File: src/rtccm_pkg.sv
`default_nettype none
package rtccm_pkg;
   // ------------------------------------------------------------
   // host port addresses
   // ------------------------------------------------------------
   localparam logic [7:0] PORT_INDEX = 8'h70;
   localparam logic [7:0] PORT_DATA = 8'h71;
   localparam int NVRAM_BYTES = 128;
   // ------------------------------------------------------------
   // location map
   // ------------------------------------------------------------
   localparam logic [6:0] LOC_TIME_SEC = 7'h00;
   localparam logic [6:0] LOC_ALARM_SEC = 7'h01;
   localparam logic [6:0] LOC_TIME_MIN = 7'h02;
   localparam logic [6:0] LOC_ALARM_MIN = 7'h03;
   localparam logic [6:0] LOC_TIME_HOUR = 7'h04;
   localparam logic [6:0] LOC_ALARM_HOUR = 7'h05;
   localparam logic [6:0] LOC_WEEKDAY = 7'h06;
   localparam logic [6:0] LOC_MONTH_DAY = 7'h07;
   localparam logic [6:0] LOC_MONTH = 7'h08;
   localparam logic [6:0] LOC_YEAR = 7'h09;
   localparam logic [6:0] LOC_RATE_CTRL = 7'h0a;
   localparam logic [6:0] LOC_MODE_CTRL = 7'h0b;
   localparam logic [6:0] LOC_EVENT_FLAGS = 7'h0c;
   localparam logic [6:0] LOC_POWER_VALID = 7'h0d;
   localparam logic [6:0] LOC_PWR_CSUM = 7'h0e;
   localparam logic [6:0] LOC_CSUM_HIGH = 7'h2e;
   localparam logic [6:0] LOC_CSUM_LOW = 7'h2f;
   localparam logic [6:0] LOC_CENTURY = 7'h32;
   // ------------------------------------------------------------
   // field positions
   // ------------------------------------------------------------
   localparam int BIT_UIP = 7;
   localparam int BIT_HALT = 7;
   localparam int BIT_PIE = 6;
   localparam int BIT_AIE = 5;
   localparam int BIT_UIE = 4;
   localparam int BIT_SQWE = 3;
   localparam int BIT_BINARY = 2;
   localparam int BIT_H24 = 1;
   localparam int BIT_DSE = 0;
   localparam int BIT_IRQF = 7;
   localparam int BIT_VRT = 7;
   // ------------------------------------------------------------
   // reset values and timing
   // ------------------------------------------------------------
   localparam logic [6:0] RATE_CTRL_RST = 7'h26;
   localparam logic [7:0] MODE_CTRL_RST = 8'h02;
   localparam int CLK_HZ = 100_000_000;
   localparam int SEC_CYCLES = CLK_HZ;
   localparam int UIP_CYCLES = 244;
   // host bus access, one cycle strobes
   typedef struct packed {
      logic wr;
      logic rd;
      logic [7:0] addr;
      logic [7:0] wdata;
   } rtccm_req_t;
endpackage : rtccm_pkg
`default_nettype wire

File: src/rtccm_core.sv
`default_nettype none
// Functional notes
// - index port selects location, data port moves the byte
// - 128 bytes of storage at 00h-7Fh kept while main power off
// - time and date at 00h,02h,04h,06h,07h,08h,09h
// - alarm seconds, minutes, hours at 01h,03h,05h, same format
// - status A bit 7 reads one during update, read only
// - status A bits 6-4 divider, bits 3-0 periodic and square rate
// - status B bit 6 enables periodic interrupt
// - status B bit 5 enables alarm interrupt
// - status B bit 4 enables update-ended interrupt
// - status B bit 3 enables square-wave output
// - status B bit 2 selects BCD (0) or binary (1)
// - status B bit 1 selects 12-hour (0) or 24-hour (1); hours here always count 00-23, bit 1 is unused
// - status B bit 0 enables daylight-saving adjustment; no adjustment is made here, bit 0 is unused
// - status C bits 6,5,4 report periodic, alarm, update events
// - status C bit 7 set when an enabled event flag is set
// - interrupt goes out on request line 8
// - status D bit 7 reads one when power stayed valid
module rtccm_core #(
   parameter int SEC_CYCLES = rtccm_pkg::SEC_CYCLES
) (
   input wire logic mclk_i,
   input wire logic rst_n_i,
   input wire rtccm_pkg::rtccm_req_t req_i,
   input wire logic power_valid_i,
   output logic [7:0] rdata_o,
   output logic irq8_o,
   output logic sqw_o
);
   // ------------------------------------------------------------
   // storage and index
   // ------------------------------------------------------------
   // plain array: battery backed, so contents are not cleared
   logic [7:0] mem_q [rtccm_pkg::NVRAM_BYTES];
   logic [6:0] index_q;
   logic [6:0] rate_q;
   logic [7:0] mode_q;
   logic [2:0] flags_q;
   logic [7:0] rdata_q;
   logic [31:0] sec_cnt_q;
   logic [15:0] uip_cnt_q;
   logic [15:0] per_cnt_q;
   logic sqw_q;
   logic [7:0] sec_q, min_q, hour_q;

   wire idx_wr = req_i.wr && req_i.addr == rtccm_pkg::PORT_INDEX;
   wire dat_wr = req_i.wr && req_i.addr == rtccm_pkg::PORT_DATA;
   wire dat_rd = req_i.rd && req_i.addr == rtccm_pkg::PORT_DATA;
   wire halt = mode_q[rtccm_pkg::BIT_HALT];
   wire binary = mode_q[rtccm_pkg::BIT_BINARY];
   wire sec_tick = !halt && sec_cnt_q == 32'(SEC_CYCLES - 1);
   wire uip = uip_cnt_q != 16'h0000;
   wire upd_done = uip_cnt_q == 16'h0001;
   wire flags_rd = dat_rd && index_q == rtccm_pkg::LOC_EVENT_FLAGS;
   wire [2:0] flag_en = mode_q[6:4];
   wire irq_pend = |(flags_q & flag_en);

   // ------------------------------------------------------------
   // time counting, bcd or binary
   // ------------------------------------------------------------
   function automatic logic [7:0] inc_wrap(input logic [7:0] v,
      input logic [7:0] lim, input logic bin);
      logic [7:0] r;
      r = 8'h00;
      if (bin)
      begin
         r = (v >= lim) ? 8'h00 : v + 8'h01;
      end
      else if (v >= lim)
      begin
         r = 8'h00;
      end
      else if (v[3:0] >= 4'h9)
      begin
         r = {v[7:4] + 4'h1, 4'h0};
      end
      else
      begin
         r = v + 8'h01;
      end
      return r;
   endfunction : inc_wrap

   wire [7:0] lim59 = binary ? 8'h3b : 8'h59;
   wire [7:0] lim23 = binary ? 8'h17 : 8'h23;
   wire [7:0] sec_n = inc_wrap(sec_q, lim59, binary);
   wire [7:0] min_n = inc_wrap(min_q, lim59, binary);
   wire [7:0] hour_n = inc_wrap(hour_q, lim23, binary);
   wire min_wrap = sec_q >= lim59;
   wire hour_wrap = min_wrap && min_q >= lim59;
   // alarm compares the values about to land, so the flag rises
   // in the same update that reaches the alarm time
   wire [7:0] min_nx = min_wrap ? min_n : min_q;
   wire [7:0] hour_nx = hour_wrap ? hour_n : hour_q;
   wire alarm_hit = sec_n == mem_q[rtccm_pkg::LOC_ALARM_SEC] &&
      min_nx == mem_q[rtccm_pkg::LOC_ALARM_MIN] &&
      hour_nx == mem_q[rtccm_pkg::LOC_ALARM_HOUR];

   // one second base; halt clears it and holds it at zero
   always_ff @(posedge mclk_i or negedge rst_n_i)
   begin
      if (!rst_n_i)
         sec_cnt_q <= 32'h0000_0000;
      else if (halt || sec_tick)
         sec_cnt_q <= 32'h0000_0000;
      else
         sec_cnt_q <= sec_cnt_q + 32'h0000_0001;
   end

   // update window, flag visible until the counters advance at its end
   always_ff @(posedge mclk_i or negedge rst_n_i)
   begin
      if (!rst_n_i)
         uip_cnt_q <= 16'h0000;
      else if (sec_tick)
         uip_cnt_q <= 16'(rtccm_pkg::UIP_CYCLES);
      else if (uip)
         uip_cnt_q <= uip_cnt_q - 16'h0001;
   end

   // ------------------------------------------------------------
   // time registers kept apart for counting
   // ------------------------------------------------------------
   always_ff @(posedge mclk_i or negedge rst_n_i)
   begin
      if (!rst_n_i)
      begin
         sec_q <= 8'h00;
         min_q <= 8'h00;
         hour_q <= 8'h00;
      end
      else if (dat_wr && index_q == rtccm_pkg::LOC_TIME_SEC)
         sec_q <= req_i.wdata;
      else if (dat_wr && index_q == rtccm_pkg::LOC_TIME_MIN)
         min_q <= req_i.wdata;
      else if (dat_wr && index_q == rtccm_pkg::LOC_TIME_HOUR)
         hour_q <= req_i.wdata;
      else if (upd_done && !halt)
      begin
         sec_q <= sec_n;
         if (min_wrap)
            min_q <= min_n;
         if (hour_wrap)
            hour_q <= hour_n;
      end
   end

   // ------------------------------------------------------------
   // general storage, no reset on purpose
   // ------------------------------------------------------------
   always_ff @(posedge mclk_i)
   begin
      if (dat_wr)
         mem_q[index_q] <= req_i.wdata;
   end

   // ------------------------------------------------------------
   // index and control registers
   // ------------------------------------------------------------
   always_ff @(posedge mclk_i or negedge rst_n_i)
   begin
      if (!rst_n_i)
         index_q <= 7'h00;
      else if (idx_wr)
         index_q <= req_i.wdata[6:0];
   end

   always_ff @(posedge mclk_i or negedge rst_n_i)
   begin
      if (!rst_n_i)
      begin
         rate_q <= rtccm_pkg::RATE_CTRL_RST;
         mode_q <= rtccm_pkg::MODE_CTRL_RST;
      end
      else if (dat_wr && index_q == rtccm_pkg::LOC_RATE_CTRL)
         rate_q <= req_i.wdata[6:0];
      else if (dat_wr && index_q == rtccm_pkg::LOC_MODE_CTRL)
         mode_q <= req_i.wdata;
   end

   // ------------------------------------------------------------
   // periodic and square-wave rate
   // ------------------------------------------------------------
   // rate code n gives a period of 2^(n-1) base steps; 0 stops it
   wire [3:0] rs = rate_q[3:0];
   wire per_on = rs != 4'h0 && rate_q[6:4] == 3'b010;
   wire [15:0] per_lim = 16'h0001 << (rs - 4'h1);
   wire per_tick = per_on && per_cnt_q >= per_lim - 16'h0001;

   always_ff @(posedge mclk_i or negedge rst_n_i)
   begin
      if (!rst_n_i)
      begin
         per_cnt_q <= 16'h0000;
         sqw_q <= 1'b0;
      end
      else if (!per_on)
      begin
         per_cnt_q <= 16'h0000;
         sqw_q <= 1'b0;
      end
      else if (per_tick)
      begin
         per_cnt_q <= 16'h0000;
         sqw_q <= ~sqw_q;
      end
      else
         per_cnt_q <= per_cnt_q + 16'h0001;
   end

   // ------------------------------------------------------------
   // event flags; a new event beats a clearing read
   // ------------------------------------------------------------
   wire [2:0] ev = {per_tick, upd_done && alarm_hit, upd_done};
   always_ff @(posedge mclk_i or negedge rst_n_i)
   begin
      if (!rst_n_i)
         flags_q <= 3'b000;
      else
         flags_q <= (flags_rd ? 3'b000 : flags_q) | ev;
   end

   // ------------------------------------------------------------
   // read path
   // ------------------------------------------------------------
   logic [7:0] rd_mux;
   always_comb
   begin
      case (index_q)
         rtccm_pkg::LOC_TIME_SEC: rd_mux = sec_q;
         rtccm_pkg::LOC_TIME_MIN: rd_mux = min_q;
         rtccm_pkg::LOC_TIME_HOUR: rd_mux = hour_q;
         rtccm_pkg::LOC_RATE_CTRL: rd_mux = {uip, rate_q};
         rtccm_pkg::LOC_MODE_CTRL: rd_mux = mode_q;
         rtccm_pkg::LOC_EVENT_FLAGS:
            rd_mux = {irq_pend, flags_q, 4'h0};
         rtccm_pkg::LOC_POWER_VALID:
            rd_mux = {power_valid_i, 7'h00};
         default: rd_mux = mem_q[index_q];
      endcase
   end

   always_ff @(posedge mclk_i or negedge rst_n_i)
   begin
      if (!rst_n_i)
         rdata_q <= 8'h00;
      else if (dat_rd)
         rdata_q <= rd_mux;
   end

   assign rdata_o = rdata_q;
   assign irq8_o = irq_pend;
   assign sqw_o = sqw_q && mode_q[rtccm_pkg::BIT_SQWE];
endmodule : rtccm_core
`default_nettype wire

File: config.mk
export PLATFORM = sky130hd
export DESIGN_NAME = rtccm_core
export DESIGN_NICKNAME = d
export VERILOG_FILES = /design/src/rtccm_pkg.sv /design/src/rtccm_core.sv
export SDC_FILE = /design/constraint.sdc
export NUM_CORES = 1
export LEC_CHECK = 0
export BUFFER_PORTS_ARGS = -buffer_cell sky130_fd_sc_hd__buf_2
export CAP_MARGIN = 20
export CORE_MARGIN = 2
export CORE_UTILIZATION = 30
export CTS_BUF_LIST = sky130_fd_sc_hd__clkbuf_8
export DETAILED_ROUTE_END_ITERATION = 16
export GPL_ROUTABILITY_DRIVEN = 0
export PLACE_DENSITY_LB_ADDON = 0.08
export SLEW_MARGIN = 5
export SYNTH_ARGS = -nofsm -noshare
export SYNTH_HDL_FRONTEND = slang
export SYNTH_SLANG_ARGS = --single-unit
File: constraint.sdc
create_clock -name mclk_i -period 3.4 [get_ports mclk_i]
set_clock_uncertainty 0.2 [all_clocks]
set_input_delay 0.17 -clock mclk_i [delete_from_list [all_inputs] [get_ports mclk_i]]
set_output_delay 0.17 -clock mclk_i [all_outputs]
set_load 0.05 [all_outputs]
==> flow_metrics.env <==
export IMPL_drive_gt1_share_pct=21.3
export IMPL_ir_drop_uv=390
export IMPL_postSynth_asyncResetShare_pct=10.6
export IMPL_swShare_pct=24.7
export IMPL_final_net_count=3590
export IMPL_finalWorstSetupSlack_ps=74.0
export IMPL_grt_pass1_vias=30600
export IMPL_holdWs_ps=108
export IMPL_power_internal_mw=21.8
export IMPL_cts_buffers_inserted=199
export IMPL_clockBufferDepth=3
export IMPL_rsz0062_at_grt="true"
export IMPL_critPathMaxFanout=27
export IMPL_clk_latency_ps=940
export IMPL_worstReg2RegStart="index_q[0]"
export IMPL_syn_nets=3143
export IMPL_yosys_area_share_simple_pct=7.62
export IMPL_drc=0
export IMPL_drtIter0Drc=2641
export IMPL_tritoncts="built"
export IMPL_slew_viol_final=0
export IMPL_tightest_slew_ps=1100
export IMPL_power_leakage_nw=18.9
export IMPL_vias_per_cell=5.27
export IMPL_layoutNonFillerInstCount=5719
export IMPL_synth_top_area_share_pct=66.8
export IMPL_row_count=143
export IMPL_path_clk_slew_ps=60
export IMPL_cp_required_ps=4010
export IMPL_status="finished clean"
export IMPL_setup_tns_ps=0
export IMPL_track_usage_pct=20.2
export IMPL_placed_cells=5317
export IMPL_die_w_microns=396
export IMPL_cp_end_kind="register"
export IMPL_synth_largest_area_cell="edfxtp_1"
export IMPL_num_vias=30100
export IMPL_pwr_share_comb_pct=5.7
export IMPL_postSynthCellCount=3076
export IMPL_startpoint="index_q[0]"
export IMPL_setup_viol=0
export IMPL_final_cell_mix="edfxtp_1, buf_4, a22oi_1"
export IMPL_max_slew_margin_pct=26.5
export IMPL_crit_type="reg -> reg"
export IMPL_synth_warnings=0
export IMPL_synth_top_flop_cell="edfxtp_1"
export IMPL_post_route_period_util_pct=97.8
export IMPL_synth_avg_cell_area_sq_um=15.0
export IMPL_wire_per_inst_microns=27.9
export IMPL_numPortBuffers=30
export IMPL_clockRootBuffer="clkbuf_8"
export IMPL_synth_compound_area_share_pct=13.1
export IMPL_die_h_microns=396
export IMPL_p_seq_share_pct=53.2
export IMPL_fin_crit_ps=3330
export IMPL_die_area_sq_um=157000
export IMPL_syn_area_sq_um=46000
export IMPL_first_pass_iters=6
export IMPL_p_switching_mw=7.17
export IMPL_synth_distinct_cells=84
export IMPL_routed_wl_mm=160
export IMPL_maxCapViolCount=0
export IMPL_clockPowerShare_pct=41.1
export IMPL_synth_enable_flop_cells=1024
export IMPL_timing_hold_violations_final=0
export IMPL_ys_seq_area_share_pct=73.4
export IMPL_coreArea_sq_um=152000
export IMPL_synth_top_family_by_area="compound AO/OA/AOI/OAI gates"
export IMPL_synth_area_mux_share_pct=1.08
export IMPL_gr_total_overflow=0
export IMPL_synthAdderAreaFrac_pct=1.25
export IMPL_antenna_found_initial=7
export IMPL_placed_cell_area_sq_um=51100
export IMPL_grt_max_degree=73
export IMPL_synth_xor_area_share_pct=1.26
export IMPL_finalInstanceArea_sq_um=55500
export IMPL_critPathArrivalTime_ps=3940
export IMPL_grt_pass1_wl_mm=229
export IMPL_pin_count=31
export IMPL_final_common_cell="edfxtp_1"
export IMPL_powerDensity_nw_per_um2=522
export IMPL_hpwlAfterDp_mm=101
export IMPL_clock_fmax_mhz=301
export IMPL_synthTopCellsByArea="edfxtp_1, dfrtp_1, a22oi_1, nor2_1, a221oi_1"
export IMPL_hold_path_class="in -> reg"
export IMPL_ant_nets=0
export IMPL_start_util_pct=30.3
export IMPL_min_delay_start="req_i[5]"
export IMPL_syn_to_final_growth_pct=20.5
export IMPL_ys_ff_latch=1146
export IMPL_ctsHtreeMaxLevel=4
export IMPL_cts_sinks=1146
export IMPL_dpl_worst_slack_ps=-325
export IMPL_crit_path_start_kind="register"
## power by group through the flow
stage	logic, mW	clock network [mW]	registers (mW)
after global placement	1.61	0	15.7
after floorplan	0.626	0	15.7
final	1.65	11.9	15.4
after global routing	1.76	12.9	15.4
after detailed placement	1.62	0	15.7
after CTS	1.67	12.3	15.4
## Yosys cell counts (31+ instances only)
cell	n
edfxtp_1	1024
a22oi_1	353
nor2_1	269
nand2_1	132
dfrtp_1	118
o21ai_0	96
buf_2	92
a221oi_1	87
nand4_1	83
a22o_1	79
a21oi_1	78
clkbuf_1	68
nand3_1	67
ha_1	46
xnor2_1	41
nor3_1	33
a31oi_1	31
inv_1	31
## area by class of cell
class	count	area (sq um)
Multi-Input combinational cell	1711	11600
Tap cell	2030	2540
Timing Repair Buffer	433	3700
Antenna cell	3	7.51
Fill cell	14600	96600
Clock inverter	157	881
Inverter	32	120
Clock buffer	207	2850
Sequential cell	1146	33800
## worst paths after layout
path / end / slack, ps / depth (start not counted)
min reg2reg: sec_cnt_q[0] / 300 / 1
max reg2reg: rdata_o[3] / 70 / 9
max in group asynchronous: hour_q[5] / 2380 / 4
min: mem_q[120][5] / 110 / 2
max: rdata_o[3] / 70 / 9
min in group asynchronous: per_cnt_q[2] / 240 / 4
## per-stage QoR
| stage | utilization (%) | total power [mW] |
|---|---|---|
| 3_5_place_dp | 33.6 | 17.3 |
| 4_1_cts | 36.3 | 29.4 |
| 2_1_floorplan | - | 16.3 |
| 3_3_place_gp | 33.6 | 17.3 |
| 6_report | 36.5 | 29.0 |
| 5_1_grt | 36.5 | 30.1 |
## cells by family (layout without fill, tap and decap cells)
family | count (synthesis) | in the layout
other | 0 | 3
flip-flops | 1146 | 1146
adder cells (fa/ha/maj) | 46 | 46
multiplexers | 42 | 42
buffers and inverters | 220 | 829
AO/OA/AOI/OAI | 833 | 833
XOR/XNOR | 66 | 66
AND/OR/NAND/NOR | 723 | 724
## per-layer routing
| layer | share of wire [%] | global-route usage, % | vias to the layer above |
|---|---|---|---|
| li1 | - | - | 13300 |
| met1 | 47 | 29.0 | 15700 |
| met2 | 46 | 31.7 | 913 |
| met3 | 5.3 | 3.38 | 218 |
| met4 | 2.0 | 5.15 | 0 |
| met5 | 0 | 0 | - |
## flip-flops by register name, indices dropped and copies added, names as in the netlist
register,count
flags_q,3
min_q,8
mem_q,1024
per_cnt_q,16
hour_q,8
sec_q,8
sqw_q,1
sec_cnt_q,32
mode_q,8
rate_q,7
rdata_o,8
uip_cnt_q,16
index_q,7
## critical path: stages, from the launching register on
cell      delay [ps]
dfrtp_4          590
and2_4           400
buf_12           270
buf_4            190
a221oi_1         290
a31oi_1          220
nor2_1           470
nand3_1          120
a211oi_1         300
o31ai_1          110
## timing repair
item                       in CTS  in global routing
cloned                          1                  1
hold endpoints to repair     1192                  0
setup buffers                   7                  7
setup endpoints to repair      19                 23
gates resized for setup         9                 55
hold buffers                   19                  0
pin swaps                       2                 17
Note: power is estimated with default switching activity, not from simulation.
